`config.mk`:
```
export PLATFORM = sky130hd
export DESIGN_NAME = rtw_timer
export DESIGN_NICKNAME = d
export VERILOG_FILES = /design/src/rtw_pkg.sv /design/src/rtw_timer.sv
export SDC_FILE = /design/constraint.sdc
export NUM_CORES = 1
export LEC_CHECK = 0
export BUFFER_PORTS_ARGS = -buffer_cell sky130_fd_sc_hd__buf_4
export CAP_MARGIN = 20
export CORE_ASPECT_RATIO = 0.75
export CORE_MARGIN = 2
export CORE_UTILIZATION = 52
export CTS_CLUSTER_DIAMETER = 30
export CTS_CLUSTER_SIZE = 25
export DETAILED_ROUTE_END_ITERATION = 8
export PLACE_DENSITY = 0.89
export RECOVER_POWER = 50
export SKIP_CTS_REPAIR_TIMING = 1
export SYNTH_ARGS = -nofsm -noshare
export SYNTH_HDL_FRONTEND = slang
export SYNTH_SLANG_ARGS = --single-unit
```
`constraint.sdc`:
```
create_clock -name clk_sys -period 3.25 [get_ports clk_sys]
set_clock_uncertainty 0.15 [all_clocks]
set_input_delay 0.1625 -clock clk_sys [delete_from_list [all_inputs] [get_ports clk_sys]]
set_output_delay 0.1625 -clock clk_sys [all_outputs]
set_load 0.01 [all_outputs]
```
`src/rtw_pkg.sv`:
```
// Constants, types and register map of the ripple timer with periodic tick and watchdog.
package rtw_pkg;

  // ****************************************************************
  // Register map (index times four gives the byte address)
  // ****************************************************************
  localparam logic [9:0] IDX_CSR = 10'h008;
  localparam logic [9:0] IDX_COUNT = 10'h009;
  localparam logic [9:0] IDX_WDG_CLR = 10'h3f0;
  localparam int ADDR_W = 12;
  localparam logic [ADDR_W-1:0] ADDR_CSR = {IDX_CSR, 2'b00};
  localparam logic [ADDR_W-1:0] ADDR_COUNT = {IDX_COUNT, 2'b00};
  localparam logic [ADDR_W-1:0] ADDR_WDG_CLR = {IDX_WDG_CLR, 2'b00};

  // ****************************************************************
  // Control/status field positions and reset values
  // ****************************************************************
  localparam int BIT_OVF_FLAG = 7;
  localparam int BIT_PER_FLAG = 6;
  localparam int BIT_OVF_IE = 5;
  localparam int BIT_PER_IE = 4;
  localparam int BIT_OVF_ACK = 3;
  localparam int BIT_PER_ACK = 2;
  localparam int BIT_WDG_CLR = 0;
  localparam logic [1:0] RATE_RESET = 2'h3;

  // ****************************************************************
  // Chain geometry and timing counts, in timer clock cycles
  // ****************************************************************
  localparam int PRE_W = 2;
  localparam int CNT_W = 8;
  localparam int CHAIN_W = 17;
  localparam int PER_BASE = 14;
  localparam int WDG_W = 4;
  localparam int POR_LONG_CYCLES = 4064;
  localparam int POR_SHORT_CYCLES = 16;
  localparam int DLY_W = 12;
  localparam logic [DLY_W-1:0] DLY_LONG = DLY_W'(POR_LONG_CYCLES - 1);
  localparam logic [DLY_W-1:0] DLY_SHORT = DLY_W'(POR_SHORT_CYCLES - 1);

  typedef enum logic [3:0] {
    ST_POR = 4'b0001,
    ST_RUN = 4'b0010,
    ST_STOP = 4'b0100,
    ST_WAKE = 4'b1000
  } rtw_state_t;

  typedef struct packed {
    logic ovf_flag;
    logic per_flag;
    logic ovf_irq_enable;
    logic per_irq_enable;
    logic [1:0] periodic_rate_select;
  } rtw_csr_t;

endpackage

```
`src/rtw_timer.sv`:
```
// Ripple timer with overflow flag, periodic tick, watchdog and reset delays.
//
// Design decision made here: register access over Avalon-MM.
`timescale 1ns/10ps
module rtw_timer #(
  parameter bit WATCHDOG_EN = 1'b1,
  parameter bit POR_SHORT = 1'b0
) (
  input wire logic clk_sys,
  input wire logic rst_n,
  input wire logic [rtw_pkg::ADDR_W-1:0] avs_address,
  input wire logic avs_read,
  input wire logic avs_write,
  input wire logic [31:0] avs_writedata,
  input wire logic [3:0] avs_byteenable,
  output logic [31:0] avs_readdata,
  output logic avs_waitrequest,
  input wire logic ext_reset_pin_n,
  input wire logic stop_enter,
  input wire logic stop_wake_irq,
  input wire logic [7:0] user_eeprom_byte,
  output logic timer_irq,
  output logic device_reset
);
  import rtw_pkg::*;

  // ****************************************************************
  // External reset pin synchroniser
  // ****************************************************************
  logic [2:0] pin_sync_r;
  logic ext_rst_r;
  logic ext_rst_nxt;

  always_ff @(posedge clk_sys or negedge rst_n) begin
    if (!rst_n) begin
      pin_sync_r <= 3'h7;
      ext_rst_r <= 1'b0;
    end else begin
      pin_sync_r <= {pin_sync_r[1:0], ext_reset_pin_n};
      ext_rst_r <= ext_rst_nxt;
    end
  end

  // A change counts only once the two later stages agree.
  assign ext_rst_nxt = (pin_sync_r[2] == pin_sync_r[1]) ? ~pin_sync_r[2] : ext_rst_r;

  // ****************************************************************
  // Bus slave: one wait cycle, then the answer
  // ****************************************************************
  logic wait_r;
  logic [31:0] rdata_r;
  logic bus_req;
  logic bus_done;
  logic wr_done;
  logic sel_csr;
  logic sel_count;
  logic sel_wdg;
  logic lane0;
  logic [7:0] rd_byte;

  rtw_csr_t csr_r;
  rtw_csr_t csr_nxt;
  logic [CHAIN_W-1:0] chain_r;
  logic [CHAIN_W-1:0] chain_nxt;
  logic [WDG_W-1:0] wdg_r;
  logic [WDG_W-1:0] wdg_nxt;
  rtw_state_t state_r;
  rtw_state_t state_nxt;
  logic [DLY_W-1:0] dly_r;
  logic [DLY_W-1:0] dly_nxt;
  logic irq_r;
  logic devrst_r;
  logic devrst_nxt;

  assign bus_req = avs_read | avs_write;
  assign bus_done = bus_req & ~wait_r;
  assign wr_done = avs_write & ~wait_r;
  assign sel_csr = (avs_address == ADDR_CSR);
  assign sel_count = (avs_address == ADDR_COUNT);
  assign sel_wdg = (avs_address == ADDR_WDG_CLR);
  assign lane0 = avs_byteenable[0];

  // Acknowledge bits and bits 3:2 always read zero; the count is live.
  assign rd_byte = sel_csr ? {csr_r.ovf_flag, csr_r.per_flag, csr_r.ovf_irq_enable,
                              csr_r.per_irq_enable, 2'b00, csr_r.periodic_rate_select} :
                   sel_count ? chain_r[PRE_W +: CNT_W] :
                   sel_wdg ? user_eeprom_byte :
                   8'h00;

  always_ff @(posedge clk_sys or negedge rst_n) begin
    if (!rst_n) begin
      wait_r <= 1'b1;
      rdata_r <= 32'h0000_0000;
    end else begin
      wait_r <= ~(bus_req & wait_r);
      if (bus_req && wait_r) begin
        rdata_r <= {24'h00_0000, rd_byte};
      end
    end
  end

  assign avs_waitrequest = wait_r;
  assign avs_readdata = rdata_r;

  // ****************************************************************
  // Write strobes
  // ****************************************************************
  logic wr_csr;
  logic ovf_ack;
  logic per_ack;
  logic wdg_clear;

  assign wr_csr = wr_done & sel_csr & lane0;
  assign ovf_ack = wr_csr & avs_writedata[BIT_OVF_ACK];
  assign per_ack = wr_csr & avs_writedata[BIT_PER_ACK];
  // The shared user byte itself is not touched by this write.
  assign wdg_clear = wr_done & sel_wdg & lane0 & ~avs_writedata[BIT_WDG_CLR];

  // ****************************************************************
  // Counter chain and taps
  // ****************************************************************
  logic running;
  logic chain_clear;
  logic soft_reset;
  logic ovf_tick;
  logic [3:0] tap_tick;
  logic per_tick;
  logic wdg_timeout;

  // The chain ignores processor wait and halt; only stop and resets touch it.
  assign running = (state_r == ST_RUN) || (state_r == ST_POR) || (state_r == ST_WAKE);
  assign ovf_tick = (state_r == ST_RUN) && (&chain_r[PRE_W+CNT_W-1:0]);

  // Carry into stage 14+k marks tap k; bits 16:10 are the seven extra stages.
  genvar gi;
  generate
    for (gi = 0; gi < 4; gi++) begin : g_tap
      assign tap_tick[gi] = &chain_r[PER_BASE+gi-1:0];
    end
  endgenerate

  assign per_tick = (state_r == ST_RUN) && tap_tick[csr_r.periodic_rate_select];
  assign wdg_timeout = WATCHDOG_EN && wdg_r[WDG_W-1];
  assign soft_reset = ext_rst_r || wdg_timeout;
  assign chain_clear = soft_reset || (state_nxt != state_r) || (state_r == ST_STOP);

  // Prescaler bits 1:0 divide by four ahead of the visible count.
  assign chain_nxt = chain_clear ? '0 : running ? chain_r + 1'b1 : chain_r;

  // Only the last four bits are cleared by software; earlier stages keep counting.
  assign wdg_nxt = (chain_clear || wdg_clear) ? '0 :
                   (per_tick ? wdg_r + 1'b1 : wdg_r);

  // ****************************************************************
  // Power-on, stop and wake sequencing
  // ****************************************************************
  always_comb begin
    state_nxt = state_r;
    dly_nxt = dly_r;
    unique case (state_r)
      ST_POR: begin
        dly_nxt = dly_r - 1'b1;
        if (dly_r == '0) begin
          state_nxt = ST_RUN;
        end
      end
      ST_RUN: begin
        if (stop_enter && !soft_reset) begin
          state_nxt = ST_STOP;
        end
      end
      ST_STOP: begin
        if (stop_wake_irq || ext_rst_r) begin
          state_nxt = ST_WAKE;
          dly_nxt = POR_SHORT ? DLY_SHORT : DLY_LONG;
        end
      end
      ST_WAKE: begin
        dly_nxt = dly_r - 1'b1;
        if (dly_r == '0) begin
          state_nxt = ST_RUN;
        end
      end
      default: begin
        state_nxt = ST_POR;
        dly_nxt = POR_SHORT ? DLY_SHORT : DLY_LONG;
      end
    endcase
  end

  // ****************************************************************
  // Control/status register
  // ****************************************************************
  always_comb begin
    csr_nxt = csr_r;
    if (wr_csr) begin
      csr_nxt.ovf_irq_enable = avs_writedata[BIT_OVF_IE];
      csr_nxt.per_irq_enable = avs_writedata[BIT_PER_IE];
      csr_nxt.periodic_rate_select = avs_writedata[1:0];
    end
    // Flags ignore direct writes; a hardware set beats a same-cycle acknowledge.
    csr_nxt.ovf_flag = ovf_tick | (csr_r.ovf_flag & ~ovf_ack);
    csr_nxt.per_flag = per_tick | (csr_r.per_flag & ~per_ack);
    if (soft_reset) begin
      csr_nxt = '{ovf_flag: 1'b0, per_flag: 1'b0, ovf_irq_enable: 1'b0,
                  per_irq_enable: 1'b0, periodic_rate_select: RATE_RESET};
    end
  end

  // Internal reset stays high through power-on delay, pin reset and watchdog.
  assign devrst_nxt = (state_nxt == ST_POR) || soft_reset;

  always_ff @(posedge clk_sys or negedge rst_n) begin
    if (!rst_n) begin
      csr_r <= '{ovf_flag: 1'b0, per_flag: 1'b0, ovf_irq_enable: 1'b0,
                 per_irq_enable: 1'b0, periodic_rate_select: RATE_RESET};
      chain_r <= '0;
      wdg_r <= '0;
      state_r <= ST_POR;
      dly_r <= POR_SHORT ? DLY_SHORT : DLY_LONG;
      irq_r <= 1'b0;
      devrst_r <= 1'b1;
    end else begin
      csr_r <= csr_nxt;
      chain_r <= chain_nxt;
      wdg_r <= wdg_nxt;
      state_r <= state_nxt;
      dly_r <= dly_nxt;
      irq_r <= (csr_r.ovf_flag & csr_r.ovf_irq_enable) |
               (csr_r.per_flag & csr_r.per_irq_enable);
      devrst_r <= devrst_nxt;
    end
  end

  assign timer_irq = irq_r;
  assign device_reset = devrst_r;

  // ****************************************************************
  // Assertions
  // ****************************************************************
  property p_count_step;
    @(posedge clk_sys) disable iff (!rst_n)
    (state_r == ST_RUN) && !chain_clear && (chain_r[1:0] == 2'h3) |=>
      chain_r[PRE_W +: CNT_W] == $past(chain_r[PRE_W +: CNT_W]) + 8'h01;
  endproperty
  a_count_step: assert property (p_count_step) else $error("count did not step");

  property p_count_hold;
    @(posedge clk_sys) disable iff (!rst_n)
    (state_r == ST_RUN) && !chain_clear && (chain_r[1:0] != 2'h3) |=>
      $stable(chain_r[PRE_W +: CNT_W]);
  endproperty
  a_count_hold: assert property (p_count_hold) else $error("count moved early");

  property p_ovf_set;
    @(posedge clk_sys) disable iff (!rst_n)
    ovf_tick && !soft_reset |=> csr_r.ovf_flag ##0 (chain_r[PRE_W +: CNT_W] == 8'h00);
  endproperty
  a_ovf_set: assert property (p_ovf_set) else $error("overflow flag not set on wrap");

  property p_irq;
    @(posedge clk_sys) disable iff (!rst_n)
    (csr_r.per_flag && csr_r.per_irq_enable) || (csr_r.ovf_flag && csr_r.ovf_irq_enable)
      |=> timer_irq;
  endproperty
  a_irq: assert property (p_irq) else $error("timer interrupt missing");

  property p_ovf_ack;
    @(posedge clk_sys) disable iff (!rst_n)
    ovf_ack && !ovf_tick |=> !csr_r.ovf_flag;
  endproperty
  a_ovf_ack: assert property (p_ovf_ack) else $error("overflow acknowledge failed");

  property p_per_ack;
    @(posedge clk_sys) disable iff (!rst_n)
    per_ack && !per_tick |=> !csr_r.per_flag;
  endproperty
  a_per_ack: assert property (p_per_ack) else $error("periodic acknowledge failed");

  property p_csr_zero_bits;
    @(posedge clk_sys) disable iff (!rst_n)
    (avs_read && wait_r && sel_csr) |=> !avs_waitrequest ##0 (avs_readdata[3:2] == 2'b00);
  endproperty
  a_csr_zero_bits: assert property (p_csr_zero_bits) else $error("bits 3:2 not zero");

  property p_reset_vals;
    @(posedge clk_sys) disable iff (!rst_n)
    soft_reset |=> (csr_r.periodic_rate_select == RATE_RESET) && !csr_r.ovf_flag &&
      !csr_r.per_flag && !csr_r.ovf_irq_enable && !csr_r.per_irq_enable;
  endproperty
  a_reset_vals: assert property (p_reset_vals) else $error("reset values wrong");

  property p_wdg_reset;
    @(posedge clk_sys) disable iff (!rst_n)
    WATCHDOG_EN && wdg_r[WDG_W-1] |=> device_reset && (wdg_r == '0);
  endproperty
  a_wdg_reset: assert property (p_wdg_reset) else $error("watchdog reset missing");

  property p_wdg_clear;
    @(posedge clk_sys) disable iff (!rst_n)
    wdg_clear && !chain_clear |=> (wdg_r == '0) && (chain_r == $past(chain_r) + 1'b1);
  endproperty
  a_wdg_clear: assert property (p_wdg_clear) else $error("watchdog clear wrong");

  property p_stop_clear;
    @(posedge clk_sys) disable iff (!rst_n)
    (state_r == ST_STOP) |=> (chain_r == '0);
  endproperty
  a_stop_clear: assert property (p_stop_clear) else $error("chain not cleared in stop");

  property p_count_ro;
    @(posedge clk_sys) disable iff (!rst_n)
    wr_done && sel_count && !chain_clear |=>
      chain_r == $past(chain_r) + 1'b1;
  endproperty
  a_count_ro: assert property (p_count_ro) else $error("count write was not ignored");

  property p_ovf_wr_ignored;
    @(posedge clk_sys) disable iff (!rst_n)
    wr_csr && !avs_writedata[BIT_OVF_ACK] && !ovf_tick && !soft_reset |=>
      csr_r.ovf_flag == $past(csr_r.ovf_flag);
  endproperty
  a_ovf_wr_ignored: assert property (p_ovf_wr_ignored) else $error("overflow flag written");

  property p_per_wr_ignored;
    @(posedge clk_sys) disable iff (!rst_n)
    wr_csr && !avs_writedata[BIT_PER_ACK] && !per_tick && !soft_reset |=>
      csr_r.per_flag == $past(csr_r.per_flag);
  endproperty
  a_per_wr_ignored: assert property (p_per_wr_ignored) else $error("periodic flag written");

  property p_per_set;
    @(posedge clk_sys) disable iff (!rst_n)
    per_tick && !soft_reset |=>
      csr_r.per_flag;
  endproperty
  a_per_set: assert property (p_per_set) else $error("periodic flag not set on tap");

  property p_wdg_count;
    @(posedge clk_sys) disable iff (!rst_n)
    per_tick && !chain_clear && !wdg_clear |=>
      wdg_r == $past(wdg_r) + 4'h1;
  endproperty
  a_wdg_count: assert property (p_wdg_count) else $error("watchdog missed a tick");

  property p_por_hold;
    @(posedge clk_sys) disable iff (!rst_n)
    (state_r == ST_POR) && (dly_r != '0) |=>
      device_reset;
  endproperty
  a_por_hold: assert property (p_por_hold) else $error("reset released during delay");

  property p_por_release;
    @(posedge clk_sys) disable iff (!rst_n)
    (state_r == ST_POR) && (dly_r == '0) && !soft_reset |=>
      (state_r == ST_RUN) && (chain_r == '0) && !device_reset;
  endproperty
  a_por_release: assert property (p_por_release) else $error("power-on release wrong");

  property p_ext_clear;
    @(posedge clk_sys) disable iff (!rst_n)
    ext_rst_r |=>
      (chain_r == '0) && device_reset;
  endproperty
  a_ext_clear: assert property (p_ext_clear) else $error("pin reset did not clear chain");

  property p_stop_entry;
    @(posedge clk_sys) disable iff (!rst_n)
    (state_r == ST_RUN) && stop_enter && !soft_reset |=>
      (state_r == ST_STOP) && (chain_r == '0);
  endproperty
  a_stop_entry: assert property (p_stop_entry) else $error("stop entry did not clear chain");

  property p_wake_end;
    @(posedge clk_sys) disable iff (!rst_n)
    (state_r == ST_WAKE) && (dly_r == '0) |=>
      (state_r == ST_RUN) && (chain_r == '0);
  endproperty
  a_wake_end: assert property (p_wake_end) else $error("wake end did not clear chain");

endmodule

```
==> results of run 1 <==
[cell families after synthesis]
logic type / after synthesis / synth area share (%)
DFF: 58 / 45.89
other: 1 / 0.1167
xor gates and xnor gates: 25 / 6.812
adders and majority gates: 4 / 1.557
muxes: 14 / 4.360
AOI/OAI and AO/OA: 52 / 9.343
buffers and inverters: 45 / 8.564
and+or+nand+nor: 142 / 23.36
[through the flow]
| stage | total power [uW] | instances | instance area [um^2] |
|---|---|---|---|
| floorplan | 1034 | 364 | 3301 |
| global placement | 1086 | 454 | 3506 |
| detailed placement | 1098 | 454 | 3506 |
| CTS | 1731 | 470 | 3691 |
| global route | 1819 | 480 | 3789 |
| finish | 1728 | 480 | 3789 |
[routing by layer]
layer | vias up | global-route usage, %
met5 | - | 0
met4 | 0 | 8.535
met3 | 17 | 6.646
met2 | 79 | 31.84
met1 | 1234 | 26.15
li1 | 1244 | -
[report_power, final]
group | internal (uW) | leakage, uW | switching [uW] | total, uW
registers | 810 | 0.000738 | 53.8 | 864
clock network | 348 | 0.0000958 | 284 | 631
logic | 105 | 0.000890 | 128 | 232
total | 1260 | 0.00172 | 465 | 1730
[registers in the layout, indices dropped and copies added, names as in the netlist, 3 cells and up]
register      count
chain_r          17
dly_r            12
avs_readdata      8
csr_r             6
state_r           4
wdg_r             4
pin_sync_r        3
[cell usage after synthesis, types with 2 or more instances]
cell type / number / area share, %
nor2_1: 42 / 4.9
dfrtp_1: 39 / 30
nand2_1: 33 / 3.9
buf_4: 25 / 5.8
dfstp_2: 19 / 16
o21ai_0: 19 / 3.0
a21oi_1: 18 / 2.8
mux2i_1: 14 / 4.4
xnor2_1: 13 / 3.5
inv_1: 12 / 1.4
nor3_1: 12 / 1.9
xor2_1: 12 / 3.3
nand3_1: 10 / 1.6
nand4_1: 7 / 1.4
and3_1: 5 / 0.97
or3_1: 5 / 0.97
buf_2: 4 / 0.62
ha_1: 4 / 1.6
or2_2: 4 / 0.78
clkbuf_1: 3 / 0.35
nand2b_1: 3 / 0.58
nor4_1: 3 / 0.58
or4_4: 3 / 1.1
a31oi_1: 2 / 0.39
a32oi_1: 2 / 0.55
and2_1: 2 / 0.39
o21a_1: 2 / 0.47
o21ai_1: 2 / 0.31
[worst max-delay path: cells and delay by family (launching register included)]
family / cells / cell delay [ps]
AO/OA/AOI/OAI: 2 / 760
XOR/XNOR: 1 / 170
flip-flops: 1 / 550
AND/OR/NAND/NOR: 3 / 790
[area by class of cell]
cell class / instances / share of cell area, %
well taps: 78 / 2.576
repair buffers: 55 / 11.49
clock inverters: 6 / 1.519
multi-input cells: 261 / 40.92
flip-flops and latches: 58 / 38.94
clock buffers: 10 / 3.369
inverters: 12 / 1.189
[cell usage in the layout, fill, tap and decap left out, types with 13 or more instances in the layout]
master	instances
buf_4	43
nor2_1	42
dfrtp_1	39
nand2_1	33
conb_1	24
o21ai_0	19
a21oi_1	18
dfstp_2	18
mux2i_1	14
xnor2_1	13
[final timing paths]
check	endpoint	slack [ps]	depth (start not counted)
max	chain_r[15]	710	6
min	avs_readdata[3]	-20	3
max reg2reg	chain_r[15]	710	6
min reg2reg	pin_sync_r[1]	210	0
max in group asynchronous	chain_r[13]	1610	2
min in group asynchronous	state_r[1]	520	2
==> out/qor.yml, run 1 <==
synthesis:
  synth-seq-cells: 58
  avgSynthCellArea_um2: 9.426
  syn_inst: 341
  ys_seq_area_share_pct: 45.89
  yosys_warnings: 0
  async_flop_share_pct: 100.0
  synth_ff_type: "dfrtp_1"
  ys_types: 50
  synth_edf_count: 0
  syn_area_um2: 3214
sta:
  max_slew.worst_pin.slew_ps: 1356
  hold_viol_final: 4
  setup_violations: 0
  finalCritPeriodShare_pct: 78.30
  totalNegativeSetupSlack_ps: 0
  rsz0062_at_grt: "no"
  maxSlewViolCount: 0
  relSlewSlack_pct: 9.620
  whs_ps: -24.76
  fmax_mhz: 393.0
  final.setup.worst_slack_ps: 705.3
  fin_crit_ps: 2545
critical_path:
  critPathLaunchType: "flip-flop"
  max_stage_delay_ps: 550
  r2r-start: "state_r[1]"
  crit_fanout: 13
  arrival_ps: 2610
  crit_path_start: "state_r[1]"
  crit_chain: "o21ai_1 > o211a_1 > nand4_1 > nor4_1 > xnor2_1 > nor2_1"
  slowest_stage: "dfrtp_1"
  crit_type: "flip-flop to flip-flop"
  end_kind: "flip-flop"
  required_ps: 3310
final_layout:
  final_nets: 464
  final_util_pct: 64.37
  multiInputGateArea_um2: 1550
  drive_above_1_share_pct: 22.64
  final-seq-area_um2: 1475
  syn_to_final_growth_pct: 17.87
  diodes: 0
  fillers: 449
clocking:
  cts_sinks: 58
  clock_path_buffers: 2
  numCtsBuffers: 9
  clk_pin_slew_worst_paths_ps: 70
  cts_tree: "yes"
  cts-root-buf: "clkbuf_8"
  clkLatencyLatePin_ps: 350
  cts_max_level: 3
global_route:
  antenna_found_initial: 0
  overflow: 0
  grt.total_usage_pct: 20.33
  grt_pass1_vias: 2356
  grt_max_degree: 59
  grt_pass1_wl_um: 10720
floorplan:
  die_h_um: 72.09
  die_w_um: 94.79
  rows: 24
  pin_count: 98
  core_area_um2: 5886
  dieArea_um2: 6833
  start_util_pct: 54.61
placement:
  hpwl_um: 4757
  pre_cts_slack_ps: 745.6
  io_buffers: 44
  place_congestion: 0.8266
route:
  routed_wl_um: 6741
  vias_per_cell: 5.363
  drtIter0Drc: 157
  drtPass1Iterations: 4
  ant_nets: 0
  wl_per_cell_um: 14.04
  drc: 0
  vias: 2574
  wl_met2_um: 3145
  m1WireLength_um: 3014
  highest_layer: "met4"
  wl_met3_um: 445
worst_hold_path:
  min_path_type: "input port to flip-flop"
  hp-start: "user_eeprom_byte[3]"
power_and_ir_drop:
  peakVddDrop_mv: 0.1983
  power.density_nw_per_um2: 456.1
  leakagePower_uw: 0.001724
job:
  max-cap-violations: 0
status:
  failed_checks: "negative hold slack"
  status: "complete, but fails checks"
No activity file was read; power rests on OpenSTA's default activity.
==> run 2, diff against run 1 <==
--- a/config.mk
+++ b/config.mk
@@ -5,6 +5,7 @@
 export SDC_FILE = /design/constraint.sdc
 export NUM_CORES = 1
 export LEC_CHECK = 0
+export ABC_AREA = 1
 export BUFFER_PORTS_ARGS = -buffer_cell sky130_fd_sc_hd__buf_4
 export CAP_MARGIN = 20
 export CORE_ASPECT_RATIO = 0.75
==> constraint.sdc (replaced) <==
create_clock -name clk_sys -period 2.65 [get_ports clk_sys]
set_clock_uncertainty 0.15 [all_clocks]
set_input_delay 0.1325 -clock clk_sys [delete_from_list [all_inputs] [get_ports clk_sys]]
set_output_delay 0.1325 -clock clk_sys [all_outputs]
set_load 0.01 [all_outputs]
==> run 2 against run 1 <==
Net effect: the run still ends with negative hold slack left; area after synthesis up 0.39%; final cell count up 13%; core utilization up 0.43 points; flip-flop and latch count unchanged.
==> out/qor.yml, run 2 <==
status:
  status: "complete, but fails checks"
  failed_checks: "negative hold slack"
route:
  wl_per_cell_um: 13.05  # -7.1%
  vias: 2826  # +9.8%
  ant_nets: 0  # unchanged
  drtPass1Iterations: 4  # unchanged
  vias_per_cell: 5.195  # -3.1%
  drtIter0Drc: 220  # +40%
  routed_wl_um: 7098  # +5.3%
  drc: 0  # unchanged
placement:
  pre_cts_slack_ps: 426.0  # -319.6 ps
  hpwl_um: 5078  # +6.7%
  place_congestion: 0.8853  # +7.1%
  io_buffers: 44  # unchanged
clocking:
  clkLatencyLatePin_ps: 340  # about the same
  numCtsBuffers: 9  # unchanged
  cts_tree: "yes"
  clock_path_buffers: 2  # unchanged
  cts_sinks: 58  # unchanged
  cts-root-buf: "clkbuf_8"
  cts_max_level: 3  # unchanged
  clk_pin_slew_worst_paths_ps: 70  # about the same
final_layout:
  fillers: 449  # unchanged
  diodes: 0  # unchanged
  top_register: "chain_r"
  final_nets: 528  # +14%
  drive_above_1_share_pct: 21.67  # -0.96 points
  final_common_cell: "nand2_1"
  layout_common_cells: "nand2_1 (84), inv_1 (44), nor2_1 (43)"
  syn_to_final_growth_pct: 18.81
  largest_reg_flops: 17  # unchanged
sta:
  relSlewSlack_pct: 9.135  # -0.48 points
  max_slew.worst_pin.slew_ps: 1363  # +7.273 ps
  fmax_mhz: 438.7  # +12%
  maxSlewViolCount: 0  # unchanged
  setup_violations: 0  # unchanged
  final.setup.worst_slack_ps: 370.7  # -334.7 ps
  hold_viol_final: 1  # -3
  whs_ps: -7.237  # +17.52 ps
  rsz0062_at_grt: "no"
  fin_crit_ps: 2279  # -265.3 ps
  finalCritPeriodShare_pct: 86.01  # +7.7 points
  totalNegativeSetupSlack_ps: 0  # unchanged
critical_path:
  critPathLaunchType: "flip-flop"
  arrival_ps: 2350  # -260 ps
  crit_type: "flip-flop to flip-flop"
  required_ps: 2720  # -590 ps
  end_kind: "flip-flop"
  crit_fanout: 6  # -7
power_and_ir_drop:
  leakagePower_uw: 0.001869  # +8.4%
  internal_power_uw: 1451  # +15%
  p_sw_share_pct: 24.19  # -2.7 points
  comb_power_share_pct: 8.4  # -5.1 points
  finalPower_uw: 1914  # +11%
  clkPwrFrac_pct: 43.7  # +7.2 points
  pwr-share-seq_pct: 47.9  # -2.1 points
  peakVddDrop_mv: 0.2584  # +30%
  p_sw_uw: 463.1  # -0.44%
  power.density_nw_per_um2: 499.3  # +9.5%
global_route:
  grt_max_degree: 59  # unchanged
  met1_usage_pct: 28.77  # +2.6 points
  antenna_found_initial: 0  # unchanged
  use_met2_pct: 35.15  # +3.3 points
  grt_pass1_vias: 2638  # +12%
  busiest_layer: "met2"
  overflow: 0  # unchanged
  grt_pass1_wl_um: 11550  # +7.7%
  use_met3_pct: 4.258  # -2.4 points
  grt.total_usage_pct: 21.77  # +1.4 points
synthesis:
  synth_edf_count: 0  # unchanged
  yosysMostFrequentCell: "nand2_1"
  avgSynthCellArea_um2: 8.087  # -14%
  yosys_warnings: 0  # unchanged
  ys_seq_area_share_pct: 45.72  # -0.18 points
  syn_inst: 399  # +17%
  synth_area_leaders: "dfrtp_1 (30%), dfstp_2 (15%), nand2_1 (9.8%)"
  synth_ff_type: "dfrtp_1"
  syn_area_um2: 3227  # +0.39%
  async_flop_share_pct: 100.0  # unchanged
  synth-seq-cells: 58  # unchanged
  ys_top_cells_by_count: "nand2_1 (84), inv_1 (44), nor2_1 (43)"
  synth_top_area_cell: "dfrtp_1"
  yosys.area.top_type_share_pct: 30.24  # -0.12 points
  ys_types: 38  # -24%
floorplan:
  core_area_um2: 5916  # +0.51%
  die_h_um: 72.22  # +0.18%
  pin_count: 98  # unchanged
  rows: 24  # unchanged
  dieArea_um2: 6858  # +0.37%
  die_w_um: 94.96  # +0.18%
  start_util_pct: 54.55  # -0.066 points
job:
  max-cap-violations: 0  # unchanged
worst_hold_path:
  min_path_type: "input port to flip-flop"
==> run 2: worst max-delay path, cell delays in order (launching register included) <==
cell and delay (ps):
dfrtp_1 370, ha_1 170, nand2_1 70, inv_1 100, nand3_2 130, nor2_4 170
and3_1 180, ha_1 140, a21oi_1 70, nand2_1 80, nand3_1 140, inv_1 180
nand3_1 100, nand2_1 70, nor2_1 30
==> run 2: final cells by class <==
class                           instances  area, um^2  share of cell area, %
Sequential cell                        58        1475                  38.48
Multi-Input combinational cell        290        1451                  37.86
Timing Repair Buffer                   54       421.7                  11.00
Inverter                               48       182.7                  4.765
Clock buffer                           12       155.1                  4.047
Tap cell                               78       97.59                  2.546
Clock inverter                          4       50.05                  1.305
==> run 2: power groups by stage <==
stage,Sequential [uW],Clock [uW],Combinational [uW]
after floorplan,930,0,109
after global placement,930,0,146
after detailed placement,931,0,149
after CTS,916,846,150
after global routing,917,892,181
final,916,836,162
==> run 2: kinds of logic after synthesis <==
logic type                 after synthesis  synth area share [%]
DFF                                     58                 45.72
xor gates and xnor gates                 8                 2.171
other                                    1                0.1162
AOI/OAI and AO/OA                       53                 8.995
and+or+nand+nor                        201                 29.47
buffers and inverters                   74                 11.98
adders and majority gates                4                 1.551
==> run 2: path summary, 6_finish.rpt <==
| check | startpoint | endpoint | slack (ps) | cells after the start |
|---|---|---|---|---|
| max reg2reg | chain_r[0] | wdg_r[3] | 370 | 14 |
| max in group asynchronous | rst_n | wdg_r[3] | 1030 | 2 |
| min in group asynchronous | rst_n | chain_r[1] | 490 | 2 |
| min reg2reg | pin_sync_r[0] | pin_sync_r[1] | 210 | 0 |
| max | chain_r[0] | wdg_r[3] | 370 | 14 |
| min | stop_enter | state_r[2] | -7 | 3 |
==> run 2: metal layers <==
metal / vias up / routed length, um
met2: 110 / 3442
met5: - / 0
met1: 1322 / 3090
met3: 15 / 430
met4: 0 / 135
li1: 1379 / -
==> run 2: stage by stage <==
step	cell area [um^2]	utilization, %	cells	hold slack [ps]
2_1_floorplan	3313	-	422	-313.1
3_3_place_gp	3545	59.92	519	72.70
3_5_place_dp	3545	59.92	519	76.04
4_1_cts	3750	63.39	535	-292.3
5_1_grt	3834	64.81	544	13.18
6_report	3834	64.81	544	-7.237
